`src/hw/svdc_pkg.sv`:
```
// Constants, types and register map for the serial voltage code controller.
package svdc_pkg;
  localparam int ADC_W = 10;
  localparam int NSRC = 9;
  localparam int NPH = 2;
  localparam int IRQ_W = 10;
  localparam int LIM_W = 26;
  // Code zero is 1.55 V and each step lowers the setpoint by 6.25 mV.
  localparam int UV_AT_CODE_ZERO = 1550000;
  localparam int UV_PER_STEP = 6250;
  localparam logic [7:0] CODE_ZERO_V = 8'(UV_AT_CODE_ZERO / UV_PER_STEP);
  localparam logic [7:0] CODE_OFF_MIN = 8'hF9;
  localparam logic [7:0] CODE_RST = 8'hFF;
  localparam int CLK_NS = 25;
  localparam int SLEW_STEP_NS = 1000;
  localparam int SLEW_CYC = (SLEW_STEP_NS + CLK_NS - 1) / CLK_NS;
  localparam int FRAME_GAP_NS = 2000;
  localparam int FRAME_GAP_CYC = (FRAME_GAP_NS + CLK_NS - 1) / CLK_NS;
  localparam int FRAME_BITS = 9;
  // Register byte addresses.
  localparam logic [7:0] A_CTRL = 8'h00;
  localparam logic [7:0] A_STATUS = 8'h04;
  localparam logic [7:0] A_MASK = 8'h08;
  localparam logic [7:0] A_CORE = 8'h0C;
  localparam logic [7:0] A_AUX = 8'h10;
  localparam logic [7:0] A_ONTIME = 8'h14;
  localparam logic [7:0] A_LIMIT = 8'h18;
  localparam logic [7:0] A_ADC = 8'h1C;
  localparam logic [7:0] A_STATE = 8'h20;
  // Reset values.
  localparam logic [7:0] ONTIME_RST = 8'h20;
  localparam logic [LIM_W-1:0] LIMIT_RST = 26'h3001010;
  localparam logic [3:0] SRC_RST = 4'h0;
  // ADC multiplexer sources.
  localparam logic [3:0] SRC_STRAP1 = 4'h0;
  localparam logic [3:0] SRC_STRAP2 = 4'h1;
  localparam logic [3:0] SRC_STRAP3 = 4'h2;
  localparam logic [3:0] SRC_OFS_CORE = 4'h3;
  localparam logic [3:0] SRC_OFS_AUX = 4'h4;
  localparam logic [3:0] SRC_CORE_CURRENT_MONITOR_CORE = 4'h5;
  localparam logic [3:0] SRC_CORE_CURRENT_MONITOR_AUX = 4'h6;
  localparam logic [3:0] SRC_CORE_VOLTAGE_SENSE_CORE = 4'h7;
  localparam logic [3:0] SRC_CORE_VOLTAGE_SENSE_AUX = 4'h8;

  typedef struct packed {
    logic oc;
    logic ov;
    logic uv;
    logic nv;
  } rail_fault_t;

  typedef struct packed {
    logic [ADC_W-1:0] oc_limit;
    logic [7:0] uv_margin;
    logic [7:0] ov_margin;
  } limits_t;

  typedef enum logic [3:0] {
    ST_OFF = 4'b0001,
    ST_SOFT = 4'b0010,
    ST_RUN = 4'b0100,
    ST_FAULT = 4'b1000
  } ctl_state_t;
endpackage

```
`src/hw/rail_channel.sv`:
```
// One rail: code decode, reference slew, on-time pulses and fault checks.
`timescale 1ns/1ps
module rail_channel (
  // Clock and reset
  input wire logic clk,
  input wire logic rst_n,
  // Control
  input wire logic clr,
  input wire logic run,
  input wire logic step_tick,
  input wire logic [7:0] code,
  input wire logic [7:0] ontime_base,
  input wire svdc_pkg::limits_t limits,
  // Sense
  input wire logic [9:0] vsense,
  input wire logic [9:0] isense,
  input wire logic [19:0] phase_cur,
  input wire logic [1:0] trig,
  // Results
  output logic [7:0] ref_lvl,
  output logic rail_off,
  output logic at_target,
  output svdc_pkg::rail_fault_t fault,
  output logic [1:0] ontime
);
  localparam int W = svdc_pkg::ADC_W;
  logic [7:0] target;
  logic [7:0] ref_q;
  logic [W:0] vs;
  logic [W:0] hi;
  logic [W:0] lo;
  logic [W:0] cur_sum;
  logic [W-1:0] avg;
  svdc_pkg::rail_fault_t fault_d;
  svdc_pkg::rail_fault_t fault_q;

  // ==========================================================
  // Code decode and reference slew.
  assign rail_off = (code >= svdc_pkg::CODE_OFF_MIN);
  assign target = rail_off ? 8'h00 : 8'(svdc_pkg::CODE_ZERO_V - code);
  assign at_target = (ref_q == target);
  assign ref_lvl = ref_q;

  always_ff @(posedge clk or negedge rst_n) begin
    if (!rst_n) begin
      ref_q <= 8'h00;
    end else if (clr) begin
      ref_q <= 8'h00;
    end else if (run && step_tick && !at_target) begin
      ref_q <= (ref_q < target) ? ref_q + 8'h01 : ref_q - 8'h01;
    end
  end

  // ==========================================================
  // Fault checks.
  assign vs = {1'b0, vsense};
  assign hi = {3'h0, ref_q} + {3'h0, limits.ov_margin};
  assign lo = vs + {3'h0, limits.uv_margin};
  assign fault_d.nv = vsense[W-1];
  assign fault_d.ov = !vsense[W-1] && (vs > hi);
  assign fault_d.uv = !vsense[W-1] && (lo < {3'h0, ref_q});
  assign fault_d.oc = (isense > limits.oc_limit);
  assign fault = fault_q;

  always_ff @(posedge clk or negedge rst_n) begin
    if (!rst_n) begin
      fault_q <= 4'h0;
    end else begin
      fault_q <= (run && !clr) ? fault_d : 4'h0;
    end
  end

  // ==========================================================
  // On-time pulses trimmed by current balance.
  assign cur_sum = {1'b0, phase_cur[0 +: W]} + {1'b0, phase_cur[W +: W]};
  assign avg = cur_sum[W:1];

  for (genvar p = 0; p < svdc_pkg::NPH; p++) begin : g_ph
    logic signed [W+1:0] diff;
    logic signed [W+1:0] len;
    logic [W+1:0] len_c;
    logic [W+1:0] cnt_q;
    assign diff = $signed({2'h0, avg}) - $signed({2'h0, phase_cur[p*W +: W]});
    assign len = $signed({4'h0, ontime_base}) + (diff >>> 2);
    assign len_c = (len < 12'sh001) ? 12'h001 : len;
    assign ontime[p] = (cnt_q != 12'h000);
    always_ff @(posedge clk or negedge rst_n) begin
      if (!rst_n) begin
        cnt_q <= 12'h000;
      end else if (clr || !run) begin
        cnt_q <= 12'h000;
      end else if (trig[p] && cnt_q == 12'h000) begin
        cnt_q <= len_c;
      end else if (cnt_q != 12'h000) begin
        cnt_q <= cnt_q - 12'h001;
      end
    end
  end

  property p_decode;
    @(posedge clk) disable iff (!rst_n)
      at_target && !rail_off |-> 8'(ref_lvl + code) == svdc_pkg::CODE_ZERO_V;
  endproperty
  a_decode: assert property (p_decode) else $error("decode wrong");

  property p_off;
    @(posedge clk) disable iff (!rst_n)
      at_target && code >= 8'hF9 |-> rail_off && ref_lvl == 8'h00;
  endproperty
  a_off: assert property (p_off) else $error("off code wrong");

  property p_slew;
    @(posedge clk) disable iff (!rst_n)
      !$past(clr) && ref_q != $past(ref_q) |->
        $past(step_tick) && (ref_q == $past(ref_q) + 8'h01 ||
        ref_q == $past(ref_q) - 8'h01);
  endproperty
  a_slew: assert property (p_slew) else $error("reference jumped");

  property p_ontime;
    @(posedge clk) disable iff (!rst_n)
      run && !clr && trig[0] && !ontime[0] |=>
        g_ph[0].cnt_q == $past(g_ph[0].len_c);
  endproperty
  a_ontime: assert property (p_ontime) else $error("on-time wrong");
endmodule // rail_channel

```
`src/hw/serial_vid_decode_control.sv`:
```
// Serial voltage code controller: link, sequencing, indicators and APB.
//
// Our own choices: the APB interface to the registers and the address map.
`timescale 1ns/1ps
// Summary of operation
// - Code zero 1.55 V, 6.25 mV per step.
// - One of nine sources steered to ADC.
// - Serial clock, data, telemetry carry processor commands.
// - Supply lockout blocks regulation and holds reset.
// - Soft-start on enable; indicators after soft-start.
// - Over-current event in run state pulls indicator low until off.
// - Decoded codes form core and aux references.
// - Reference steps toward target; only lockout clears it to zero.
// - Per-phase on-time from setting plus trim.
// - Phase current error lengthens or shortens on-time.
// - Rails checked for OC, OV, UV, NV.
// - Over-current indicator is open drain, low only.
module serial_vid_decode_control (
  // Clock and reset
  input wire logic pclk,
  input wire logic presetn,
  // APB slave
  input wire logic psel,
  input wire logic penable,
  input wire logic pwrite,
  input wire logic [7:0] paddr,
  input wire logic [31:0] pwdata,
  output logic [31:0] prdata,
  output logic pready,
  output logic pslverr,
  // Serial voltage link
  input wire logic serial_vid_clock,
  input wire logic serial_vid_data,
  output logic serial_telemetry,
  // Platform
  input wire logic enable_in,
  input wire logic supply_lockout,
  // ADC multiplexer
  output logic [3:0] adc_mux_sel,
  input wire logic adc_valid,
  input wire logic [9:0] adc_result,
  // Rails
  input wire logic [19:0] core_phase_cur,
  input wire logic [19:0] aux_phase_cur,
  input wire logic [1:0] core_pwm_trigger,
  input wire logic [1:0] aux_pwm_trigger,
  output logic [7:0] core_reference,
  output logic [7:0] aux_reference,
  output logic core_rail_off,
  output logic aux_rail_off,
  output logic [1:0] core_ontime_gen,
  output logic [1:0] aux_ontime_gen,
  // Open-drain indicators
  output logic core_power_good_out,
  output logic core_power_good_oe,
  output logic aux_power_good_out,
  output logic aux_power_good_oe,
  output logic overcurrent_flag_n_out,
  output logic overcurrent_flag_n_oe,
  // Interrupt
  output logic irq
);
  localparam int GAP_W = $clog2(svdc_pkg::FRAME_GAP_CYC + 1);
  localparam int SLW_W = $clog2(svdc_pkg::SLEW_CYC + 1);
  localparam int IW = svdc_pkg::IRQ_W;

  // ==========================================================
  // Input synchronisers.
  logic [7:0] sync1_q;
  logic [7:0] sync2_q;
  logic sclk_s;
  logic sdata_s;
  logic en_s;
  logic lock_s;
  logic [1:0] core_trig_s;
  logic [1:0] aux_trig_s;

  always_ff @(posedge pclk or negedge presetn) begin
    if (!presetn) begin
      sync1_q <= 8'h00;
      sync2_q <= 8'h00;
    end else begin
      sync1_q <= {aux_pwm_trigger, core_pwm_trigger, supply_lockout,
                  enable_in, serial_vid_data, serial_vid_clock};
      sync2_q <= sync1_q;
    end
  end
  assign {aux_trig_s, core_trig_s, lock_s, en_s, sdata_s, sclk_s} = sync2_q;

  // ==========================================================
  // Serial frame receiver: rail bit, then code MSB first.
  logic sclk_prev_q;
  logic [3:0] bit_cnt_q;
  logic [7:0] shift_q;
  logic [GAP_W-1:0] gap_q;
  logic [7:0] core_code_q;
  logic [7:0] aux_code_q;
  logic sclk_rise;
  logic frame_done;
  logic gap_out;
  logic [7:0] rx_code;

  assign sclk_rise = sclk_s && !sclk_prev_q;
  assign gap_out = (gap_q == GAP_W'(svdc_pkg::FRAME_GAP_CYC));
  assign frame_done = sclk_rise &&
                      (bit_cnt_q == 4'(svdc_pkg::FRAME_BITS - 1));
  assign rx_code = {shift_q[6:0], sdata_s};

  always_ff @(posedge pclk or negedge presetn) begin
    if (!presetn) begin
      sclk_prev_q <= 1'h0;
      bit_cnt_q <= 4'h0;
      shift_q <= 8'h00;
      gap_q <= '0;
    end else begin
      sclk_prev_q <= sclk_s;
      shift_q <= sclk_rise ? {shift_q[6:0], sdata_s} : shift_q;
      gap_q <= sclk_rise ? '0 : (gap_out ? gap_q : gap_q + 1'b1);
      if (frame_done || (gap_out && !sclk_rise) || lock_s) begin
        bit_cnt_q <= 4'h0;
      end else if (sclk_rise) begin
        bit_cnt_q <= bit_cnt_q + 4'h1;
      end
    end
  end

  always_ff @(posedge pclk or negedge presetn) begin
    if (!presetn) begin
      core_code_q <= svdc_pkg::CODE_RST;
      aux_code_q <= svdc_pkg::CODE_RST;
    end else if (lock_s) begin
      core_code_q <= svdc_pkg::CODE_RST;
      aux_code_q <= svdc_pkg::CODE_RST;
    end else if (frame_done && !shift_q[7]) begin
      core_code_q <= rx_code;
    end else if (frame_done) begin
      aux_code_q <= rx_code;
    end
  end

  // ==========================================================
  // APB registers.
  logic [3:0] sel_q;
  logic [IW-1:0] status_q;
  logic [IW-1:0] mask_q;
  logic [7:0] ontime_q;
  svdc_pkg::limits_t lim_q;
  logic [31:0] prdata_q;
  logic [31:0] rdata_d;
  logic [9:0] adc_store_q [svdc_pkg::NSRC];
  logic access;
  logic hit;
  logic wr;
  logic [IW-1:0] clr_mask;
  logic [IW-1:0] events;
  svdc_pkg::rail_fault_t core_flt;
  svdc_pkg::rail_fault_t aux_flt;
  svdc_pkg::ctl_state_t state_q;
  svdc_pkg::ctl_state_t state_d;
  logic ss_done;

  assign access = psel && penable;
  assign hit = (paddr == svdc_pkg::A_CTRL) || (paddr == svdc_pkg::A_STATUS) ||
               (paddr == svdc_pkg::A_MASK) || (paddr == svdc_pkg::A_CORE) ||
               (paddr == svdc_pkg::A_AUX) || (paddr == svdc_pkg::A_ONTIME) ||
               (paddr == svdc_pkg::A_LIMIT) || (paddr == svdc_pkg::A_ADC) ||
               (paddr == svdc_pkg::A_STATE);
  assign wr = access && pwrite && hit;
  assign pready = 1'b1;
  assign pslverr = access && !hit;
  assign prdata = prdata_q;
  assign clr_mask = (access && !pwrite && paddr == svdc_pkg::A_STATUS) ?
                    prdata_q[IW-1:0] : '0;
  assign events = {frame_done, ss_done, aux_flt, core_flt};
  assign irq = |(status_q & mask_q);
  assign adc_mux_sel = sel_q;
  assign rdata_d =
    (paddr == svdc_pkg::A_CTRL) ? 32'(sel_q) :
    (paddr == svdc_pkg::A_STATUS) ? 32'(status_q) :
    (paddr == svdc_pkg::A_MASK) ? 32'(mask_q) :
    (paddr == svdc_pkg::A_CORE) ?
      32'({core_rail_off, core_reference, core_code_q}) :
    (paddr == svdc_pkg::A_AUX) ?
      32'({aux_rail_off, aux_reference, aux_code_q}) :
    (paddr == svdc_pkg::A_ONTIME) ? 32'(ontime_q) :
    (paddr == svdc_pkg::A_LIMIT) ? 32'(lim_q) :
    (paddr == svdc_pkg::A_ADC) ? 32'({sel_q, 2'h0, adc_store_q[sel_q]}) :
    (paddr == svdc_pkg::A_STATE) ? 32'({serial_telemetry, state_q}) :
    32'h0000_0000;

  always_ff @(posedge pclk or negedge presetn) begin
    if (!presetn) begin
      prdata_q <= 32'h0000_0000;
    end else if (psel && !penable) begin
      prdata_q <= rdata_d;
    end
  end

  always_ff @(posedge pclk or negedge presetn) begin
    if (!presetn) begin
      sel_q <= svdc_pkg::SRC_RST;
      mask_q <= '0;
      ontime_q <= svdc_pkg::ONTIME_RST;
      lim_q <= svdc_pkg::LIMIT_RST;
    end else if (wr) begin
      if (paddr == svdc_pkg::A_CTRL && pwdata[3:0] <= svdc_pkg::SRC_CORE_VOLTAGE_SENSE_AUX)
        sel_q <= pwdata[3:0];
      if (paddr == svdc_pkg::A_MASK) mask_q <= pwdata[IW-1:0];
      if (paddr == svdc_pkg::A_ONTIME) ontime_q <= pwdata[7:0];
      if (paddr == svdc_pkg::A_LIMIT) lim_q <= pwdata[svdc_pkg::LIM_W-1:0];
    end
  end

  always_ff @(posedge pclk or negedge presetn) begin
    if (!presetn) begin
      status_q <= '0;
    end else begin
      status_q <= (status_q & ~clr_mask) | events;
    end
  end

  always_ff @(posedge pclk) begin
    if (adc_valid) adc_store_q[sel_q] <= adc_result;
  end

  // ==========================================================
  // Sequencing state machine.
  logic step_tick;
  logic [SLW_W-1:0] slew_q;
  logic run;
  logic core_at;
  logic aux_at;
  logic any_oc;
  logic oc_hold_q;
  logic pg_core_q;
  logic pg_aux_q;
  logic tele_q;

  assign step_tick = (slew_q == SLW_W'(svdc_pkg::SLEW_CYC - 1));
  assign run = !lock_s && (state_q == svdc_pkg::ST_SOFT ||
               state_q == svdc_pkg::ST_RUN);
  assign any_oc = core_flt.oc || aux_flt.oc;
  assign ss_done = (state_q == svdc_pkg::ST_SOFT) &&
                   (state_d == svdc_pkg::ST_RUN);

  always_comb begin
    state_d = state_q;
    unique case (state_q)
      svdc_pkg::ST_OFF: if (en_s) state_d = svdc_pkg::ST_SOFT;
      svdc_pkg::ST_SOFT: begin
        if (!en_s) state_d = svdc_pkg::ST_OFF;
        else if (core_at && aux_at) state_d = svdc_pkg::ST_RUN;
      end
      svdc_pkg::ST_RUN: begin
        if (!en_s) state_d = svdc_pkg::ST_OFF;
        else if (|core_flt || |aux_flt) state_d = svdc_pkg::ST_FAULT;
      end
      svdc_pkg::ST_FAULT: if (!en_s) state_d = svdc_pkg::ST_OFF;
    endcase
    if (lock_s) state_d = svdc_pkg::ST_OFF;
  end

  always_ff @(posedge pclk or negedge presetn) begin
    if (!presetn) begin
      state_q <= svdc_pkg::ST_OFF;
      slew_q <= '0;
    end else begin
      state_q <= state_d;
      slew_q <= step_tick ? '0 : slew_q + 1'b1;
    end
  end

  always_ff @(posedge pclk or negedge presetn) begin
    if (!presetn) begin
      oc_hold_q <= 1'b0;
      pg_core_q <= 1'b0;
      pg_aux_q <= 1'b0;
      tele_q <= 1'b0;
    end else begin
      oc_hold_q <= (state_q == svdc_pkg::ST_RUN && any_oc) ||
                   (oc_hold_q && state_q != svdc_pkg::ST_OFF);
      pg_core_q <= (state_q == svdc_pkg::ST_RUN) && !(|core_flt);
      pg_aux_q <= (state_q == svdc_pkg::ST_RUN) && !(|aux_flt);
      tele_q <= (state_q == svdc_pkg::ST_RUN);
    end
  end

  assign serial_telemetry = tele_q;
  assign core_power_good_out = 1'b0;
  assign aux_power_good_out = 1'b0;
  assign core_power_good_oe = !pg_core_q;
  assign aux_power_good_oe = !pg_aux_q;
  assign overcurrent_flag_n_out = 1'b0;
  assign overcurrent_flag_n_oe = oc_hold_q;

  // ==========================================================
  // Rail channels.
  rail_channel u_core (
    .clk(pclk), .rst_n(presetn), .clr(lock_s), .run(run),
    .step_tick(step_tick), .code(core_code_q), .ontime_base(ontime_q),
    .limits(lim_q), .vsense(adc_store_q[svdc_pkg::SRC_CORE_VOLTAGE_SENSE_CORE]),
    .isense(adc_store_q[svdc_pkg::SRC_CORE_CURRENT_MONITOR_CORE]),
    .phase_cur(core_phase_cur), .trig(core_trig_s),
    .ref_lvl(core_reference), .rail_off(core_rail_off),
    .at_target(core_at), .fault(core_flt), .ontime(core_ontime_gen)
  );

  rail_channel u_aux (
    .clk(pclk), .rst_n(presetn), .clr(lock_s), .run(run),
    .step_tick(step_tick), .code(aux_code_q), .ontime_base(ontime_q),
    .limits(lim_q), .vsense(adc_store_q[svdc_pkg::SRC_CORE_VOLTAGE_SENSE_AUX]),
    .isense(adc_store_q[svdc_pkg::SRC_CORE_CURRENT_MONITOR_AUX]),
    .phase_cur(aux_phase_cur), .trig(aux_trig_s),
    .ref_lvl(aux_reference), .rail_off(aux_rail_off),
    .at_target(aux_at), .fault(aux_flt), .ontime(aux_ontime_gen)
  );

  property p_lockout;
    @(posedge pclk) disable iff (!presetn)
      lock_s |=> state_q == svdc_pkg::ST_OFF && core_code_q == 8'hFF;
  endproperty
  a_lockout: assert property (p_lockout) else $error("lockout ignored");

  property p_start;
    @(posedge pclk) disable iff (!presetn)
      state_q == svdc_pkg::ST_OFF && en_s && !lock_s |=>
        state_q == svdc_pkg::ST_SOFT;
  endproperty
  a_start: assert property (p_start) else $error("no soft-start");

  property p_core_power_good;
    @(posedge pclk) disable iff (!presetn)
      !core_power_good_oe |-> $past(state_q) == svdc_pkg::ST_RUN;
  endproperty
  a_core_power_good: assert property (p_core_power_good) else $error("early power good");

  property p_ocp;
    @(posedge pclk) disable iff (!presetn)
      state_q == svdc_pkg::ST_RUN && any_oc |=> overcurrent_flag_n_oe [*2];
  endproperty
  a_ocp: assert property (p_ocp) else $error("over-current missed");

  property p_opendrain;
    @(posedge pclk) disable iff (!presetn)
      overcurrent_flag_n_oe |-> !overcurrent_flag_n_out;
  endproperty
  a_opendrain: assert property (p_opendrain) else $error("drove high");

  property p_frame;
    @(posedge pclk) disable iff (!presetn)
      frame_done && !lock_s && !shift_q[7] |=>
        core_code_q == $past(rx_code) && $stable(aux_code_q);
  endproperty
  a_frame: assert property (p_frame) else $error("core code lost");

  property p_aux_frame;
    @(posedge pclk) disable iff (!presetn)
      frame_done && !lock_s && shift_q[7] |=>
        aux_code_q == $past(rx_code) && $stable(core_code_q);
  endproperty
  a_aux_frame: assert property (p_aux_frame) else $error("aux code lost");

  property p_adc;
    @(posedge pclk) disable iff (!presetn)
      adc_valid |=> adc_store_q[$past(sel_q)] == $past(adc_result);
  endproperty
  a_adc: assert property (p_adc) else $error("sample not stored");

  property p_irq;
    @(posedge pclk) disable iff (!presetn)
      |(events & mask_q) |=> irq;
  endproperty
  a_irq: assert property (p_irq) else $error("interrupt missed");
endmodule // serial_vid_decode_control

```
`config.mk`:
```
export PLATFORM = sky130hd
export DESIGN_NAME = serial_vid_decode_control
export DESIGN_NICKNAME = d
export VERILOG_FILES = /design/src/hw/svdc_pkg.sv /design/src/hw/rail_channel.sv /design/src/hw/serial_vid_decode_control.sv
export SDC_FILE = /design/constraint.sdc
export NUM_CORES = 1
export LEC_CHECK = 0
export ABC_AREA = 1
export CAP_MARGIN = 15
export CORE_ASPECT_RATIO = 0.7
export CORE_UTILIZATION = 35
export DETAILED_ROUTE_END_ITERATION = 16
export DONT_BUFFER_PORTS = 1
export PLACE_DENSITY = 0.6
export SLEW_MARGIN = 0
export SYNTH_ARGS = -nofsm -noshare
export SYNTH_HDL_FRONTEND = slang
export SYNTH_HIERARCHICAL = 1
export SYNTH_SLANG_ARGS = --single-unit
```
`constraint.sdc`:
```
create_clock -name pclk -period 5.1 [get_ports pclk]
set_input_delay 1.02 -clock pclk [delete_from_list [all_inputs] [get_ports pclk]]
set_output_delay 1.02 -clock pclk [all_outputs]
set_load 0.01 [all_outputs]
```
---- Yosys cells after proc, flatten, opt, wreduce, memory -nomap -nowiden ----
Memories as Yosys holds them, arrays and structs flattened.
Cells that the tools add are included.
Widths: inputs -> output; s select.
operators by class
  reductions and logical operators ........ 88
  bitwise logic cells ..................... 4
  shift-type cells ........................ 0
  equal/unequal tests ..................... 21
  mux-type cells .......................... 56
  $mul .................................... 0
  $lt $le $gt $ge ......................... 15
  add/subtract/negate cells ............... 27
  divide/modulo/power cells ............... 0
operators by type and width
  operator               count
  $mux 12                16
  $mux 26                7
  $mux 8                 13
  $logic_not 12->1       4
  $lt 12x2->1 const B    4
  $reduce_bool 12->1     4
  $sub 12x1->12 const B  4
  $mux 4                 11
  $sub 10x10->11         4
  $add 9x9->10           4
  $eq 8x5->1 const B     4
  $logic_and 1x1->1      31
  $add 10x10->11         2
  $add 10x8->11          2
  $gt 10x11->1           2
  $lt 11x8->1            2
  $and 10x10->10         2
  $gt 10x10->1           2
  $add 8x8->9            2
  $add 8x1->8 const B    2
  $eq 8x4->1 const B     2
  $eq 8x8->1             2
  $ge 8x8->1 const B     2
  $logic_not 1->1        16
  other kinds (33)       67
word-level totals
  bits in writable memories ............... 90
  bits in latches ......................... 0
  memories kept ........................... 1
  register bits ........................... 228
  output and inout port bits .............. 68
  bits in read-only memories .............. 0
  input bits .............................. 104
memories
  memory       words  width  read ports  clocked after Yosys merged registers in  write ports  RTL line                          source
  adc_store_q  9      10     5           0                                        1            serial_vid_decode_control.sv:150  logic [9:0] adc_store_q [svdc_pkg::NSRC];

---- Logic depth before layout (Yosys ltp) ----
  depth after elaboration ................. 11
  mapped depth ............................ 34

---- By module ----
The synthesis kept the hierarchy.
by module, submodules not included
  module                     area each (µm²)  times used  cells each
  serial_vid_decode_control  11667.4          1           1185
  rail_channel (u_core)      6283.5           1           973
  rail_channel (u_aux)       6237.2           1           963

---- Worst setup path after synthesis ----
OpenSTA, ideal clock, no wires.
  path kind ............................... input to register
  start ................................... input port core_phase_cur[1]
  end ..................................... register u_core.g_ph[1].cnt_q[2]
  stages on the path ...................... 24
  arrival time ............................ 4.704 ns
  path slack .............................. 0.310 ns
  path buffers ............................ 0
  data required time ...................... 5.014 ns
  path through ............................ inv_1 fa_1 o21ai_0 a21oi_1 xor2_1 ha_1 a21oi_1 nand3_1 a21oi_1 xor2_1 inv_1 ha_1 nand2_1 inv_1 a21oi_1 nand2_1 nand2_1 nand3_1 nand3_1 nor2_1 ha_1 inv_1 a21oi_1 nor3_1
on the way
  word-level cells in the longest chain between the ends .. 7
RTL lines
  item                  RTL line                         source
  start, declared       serial_vid_decode_control.sv:43  input wire logic [19:0] core_phase_cur,
  $add 10x10->11 *      rail_channel.sv:75               assign cur_sum = {1'b0, phase_cur[0 +: W]} + {1'b0, phase_cur[W +: W]};
  $sub 10x10->11 *      rail_channel.sv:83               assign diff = $signed({2'h0, avg}) - $signed({2'h0, phase_cur[p*W +: W]});
  $add 9x9->10 *        rail_channel.sv:84               assign len = $signed({4'h0, ontime_base}) + (diff >>> 2);
  $lt 12x2->1           rail_channel.sv:85               assign len_c = (len < 12'sh001) ? 12'h001 : len;
  $mux 12 *             rail_channel.sv:85
  $mux 12 *             rail_channel.sv:92               end else if (trig[p] && cnt_q == 12'h000) begin
  $mux 12 *             rail_channel.sv:90               end else if (clr || !run) begin
  end signal, assigned  rail_channel.sv:93               cnt_q <= len_c;
  end signal, assigned  rail_channel.sv:95               cnt_q <= cnt_q - 12'h001;
  end, declared         rail_channel.sv:82               logic [W+1:0] cnt_q;
Every way passes the cells marked *; elsewhere a longest branch is shown, timed or not.
A chain may end at the register's enable or synchronous reset.

---- Worst setup path after layout ----
  start ................................... input port aux_phase_cur[2]
  end ..................................... register u_aux.g_ph[0].cnt_q[5]
on the way
  word-level cells in the longest chain between the ends .. 7
RTL lines
  item                  RTL line                         source
  start, declared       serial_vid_decode_control.sv:44  input wire logic [19:0] aux_phase_cur,
  $add 10x10->11        rail_channel.sv:75
  $sub 10x10->11 *      rail_channel.sv:83
  $add 9x9->10 *        rail_channel.sv:84
  $lt 12x2->1           rail_channel.sv:85
  $mux 12 *             rail_channel.sv:85
  $mux 12 *             rail_channel.sv:92
  $mux 12 *             rail_channel.sv:90
  end signal, assigned  rail_channel.sv:93
  end signal, assigned  rail_channel.sv:95
  end, declared         rail_channel.sv:82
Marks and branches as above.

==> results.md <==
* Number of max-cap violations at 0
* Reg2Reg Depth at 20
* Synth top area cells: dfrtp_1 (21%), edfxtp_1 (15%), nand2_1 (13%)
* DR vias/cell at ~5
* Die area at 0.0702 mm2
* Critical Setup Path Class: input pin to flip-flop
* Post-synthesis async set-or-reset flop share at ~65%
* Commonest non-fill, non-tap cells in the layout: nand2_1 (856), inv_1 (431), nor2_1 (244)
* Drc violations at 0
* Synth unique cells at 59
* Rel. slew slack at a little over a quarter
* R2r setup slk at 1.11 ns
* Final setup vio count at 0
* Fin crit period at 4.69 ns
* Clk slew on worst S/H paths at approximately 0.060 ns
* Period utilisation layout at about 92%
* DIE HEIGHT at 222 um
* Cell Rows at 80
* Place WS at -0.148 ns
* Num CTS Buffers at 36
* # hold bufs at CTS at 0
* Yosys top cell area share at between 20% and 30%
* Starting Density at a little over a third
* CP startpoint: aux_phase_cur[2]
* First-pass GRT wire length at roughly 110000 um
* CTS tree: done
* ANT nets after route at 0
* Yosys reg bits at around 340
* Avg WL per Cell at approximately 17 um
* Crit path DAT at approximately 5.2 ns
* Commonest non-fill, non-tap cell in the layout: nand2_1
* Post-DP HPWL at around 56000 um
* VDD IR max at between 0.15 and 0.2 mV
* RR Endpoint: u_core/ref_lvl[7]
* Crit. End Element: flip-flop
* Cell Area, Synth at 0.0242 mm2
* Register area share after synthesis at between 30% and 40%
* Leak pwr at 0.0134 uW
* Hold Path Class: input pin to asynchronous set/reset pin
* TNS Setup at 0 ns
* Antenna violations before repair at 0
* Clk sinks at around 340
* Synthesized instance count at between 3000 and 4000
* Status: finished, final reports clean
* Gpl congestion at ~0.94
* YS warnings at 6
* I/O pins at around 170
* Share of cells above drive strength 1 at roughly 8.5%
* Final #Nets at approximately 3500
* CORE AREA at between 0.06 and 0.07 mm2
* DR pass1 iterations at 6
* Post-Route WL at ~72000 um
* Worst Max-Slew Pin Slew at 1.11 ns
* Ys flop type: dfrtp_1
* Max Fclk at approximately 210 MHz
* Inserted Diodes at 0
* CTS root buffer: clkbuf_16
* Die width at around 320 um
* Vias at around 21000
* Post-synth EDFFs at 120
* FF-to-FF Start: core_code_q[1]
* Fin. Hold Viols at 0
* Syn Area/Cell at 7.75 um2
* Clk buf depth at 3
* Pwr dens at approximately 300 mW/mm2
* Total power at slightly above 8000 uW
* # H-tree levels at 2
* Post-Route Skew at roughly 0.02 ns
* Gr usage total at 20.3%
* Largest net degree at the start of global routing at between 200 and 250
* Max Fanout on Critical Path at 6
* Port buffer count at 0
* Slew Limit Fails at 0
* Clk_lat worst skew at 0.56 ns
* Grt ovf at 0
* Vias in the first global route at ~19000
* Largest area contributor in the netlist: dfrtp_1
* DR iter-0 viols at around 2000
* Required time worst endpoint at about 5.6 ns
* Setup ws final at 0.411 ns
* RSZ-0062 raised after global routing: false
* Crit start category: input pin
* Area added between synthesis and finish at 11.5%
final cells by class:
type	instances	area [um2]
timing repair buffer	71	533
tap	902	1130
fill	6992	41300
multi-input combinational	2288	13100
clock buffer	48	1010
sequential	342	9190
inverter	450	1700
clock inverter	18	352
sequential cells by signal (all words and copies together) (netlist names), 10 cells and up:
name,cells
adc_store_q,120
prdata,26
status_q,10
u_core/g_ph.cnt_q,24
mask_q,10
lim_q,26
u_aux/g_ph.cnt_q,24
power breakdown:
group / switching [uW] / leakage [uW] / total (uW) / internal (uW)
combinational: 1210 / 0.00886 / 2020 / 808
clock: 1160 / 0.000664 / 3020 / 1860
sequential: 77.6 / 0.00390 / 3000 / 2920
per-stage QoR:
| step | hold WS [ns] | cells | area [um2] | utilization (%) |
|---|---|---|---|---|
| final | 0.171 | 4119 | 27000 | 39.5 |
| after global placement | 0.334 | 4052 | 25600 | 37.5 |
| after detailed placement | 0.335 | 4052 | 25600 | 37.5 |
| after CTS | 0.148 | 4118 | 26900 | 39.5 |
| after global routing | 0.146 | 4119 | 27000 | 39.5 |
| after floorplan | 0.331 | 3129 | 24200 | - |
cell usage after synthesis, drive strengths merged, types with 3 or more instances:
cell type  instances
nand2            874
inv              444
nor2             268
ha               215
a21oi            211
dfrtp            200
nand3            197
o21ai            160
edfxtp           120
xor2              70
nand4             65
xnor2             45
nor3              34
buf               29
dfstp             22
clkbuf            20
o22ai             19
or2               18
nand3b            14
o21bai            13
fa                12
a31oi             10
a21o               8
a221oi             8
a22oi              8
clkinv             6
nor4               6
o211ai             6
o2111ai            4
o21a               4
o31ai              3
routing by layer:
metal,global-route usage (%),routed length (um)
met1,32.0,36200
met5,0,0
met4,4.00,1460
met2,26.2,26700
met3,6.73,7530
critical path, cell delays in order:
cell	delay [ns]
ha_1	0.32
a21oi_1	0.22
o21ai_0	0.16
a21oi_1	0.19
xnor2_1	0.19
ha_1	0.32
inv_1	0.09
o21bai_1	0.09
o21bai_1	0.17
a21oi_1	0.22
xnor2_1	0.18
ha_1	0.32
nand2_1	0.08
nand2_1	0.07
inv_1	0.07
nand2_1	0.11
nand2_1	0.09
nand3_1	0.07
nor2_1	0.13
nand2_1	0.07
nor2_1	0.10
nand2_1	0.06
nor2_1	0.10
ha_2	0.32
inv_1	0.15
nand3_1	0.11
a21oi_2	0.13
worst max path at each step:
stage	end	slack [ns]
after CTS	u_aux/g_ph[0].cnt_q[2]	0.40
after detailed placement	u_aux/g_ph[1].cnt_q[6]	-0.15
after global routing	u_aux/g_ph[1].cnt_q[1]	0.008
after floorplan	u_core/g_ph[1].cnt_q[2]	0.31
final	u_aux/g_ph[0].cnt_q[5]	0.41
after global placement	u_aux/g_ph[0].cnt_q[2]	-0.12
cell families (layout without fill, tap and decap cells):
group	after synthesis	count (layout)	synth area share (%)
AND/OR/NAND/NOR	1478	1478	26.6
buffers and inverters	499	587	8.21
AO/OA/AOI/OAI	458	458	10.9
flip-flops	342	342	38.0
adder cells (fa/ha/maj)	227	227	12.1
XOR/XNOR	115	115	4.16
other	2	10	0.0310
repair_timing:
| action | in CTS | in global routing |
|---|---|---|
| endpoints found under the setup margin | 0 | 6 |
| setup buffers | 0 | 1 |
| resized for setup | 0 | 6 |
Power figures use the tool's default switching activity.
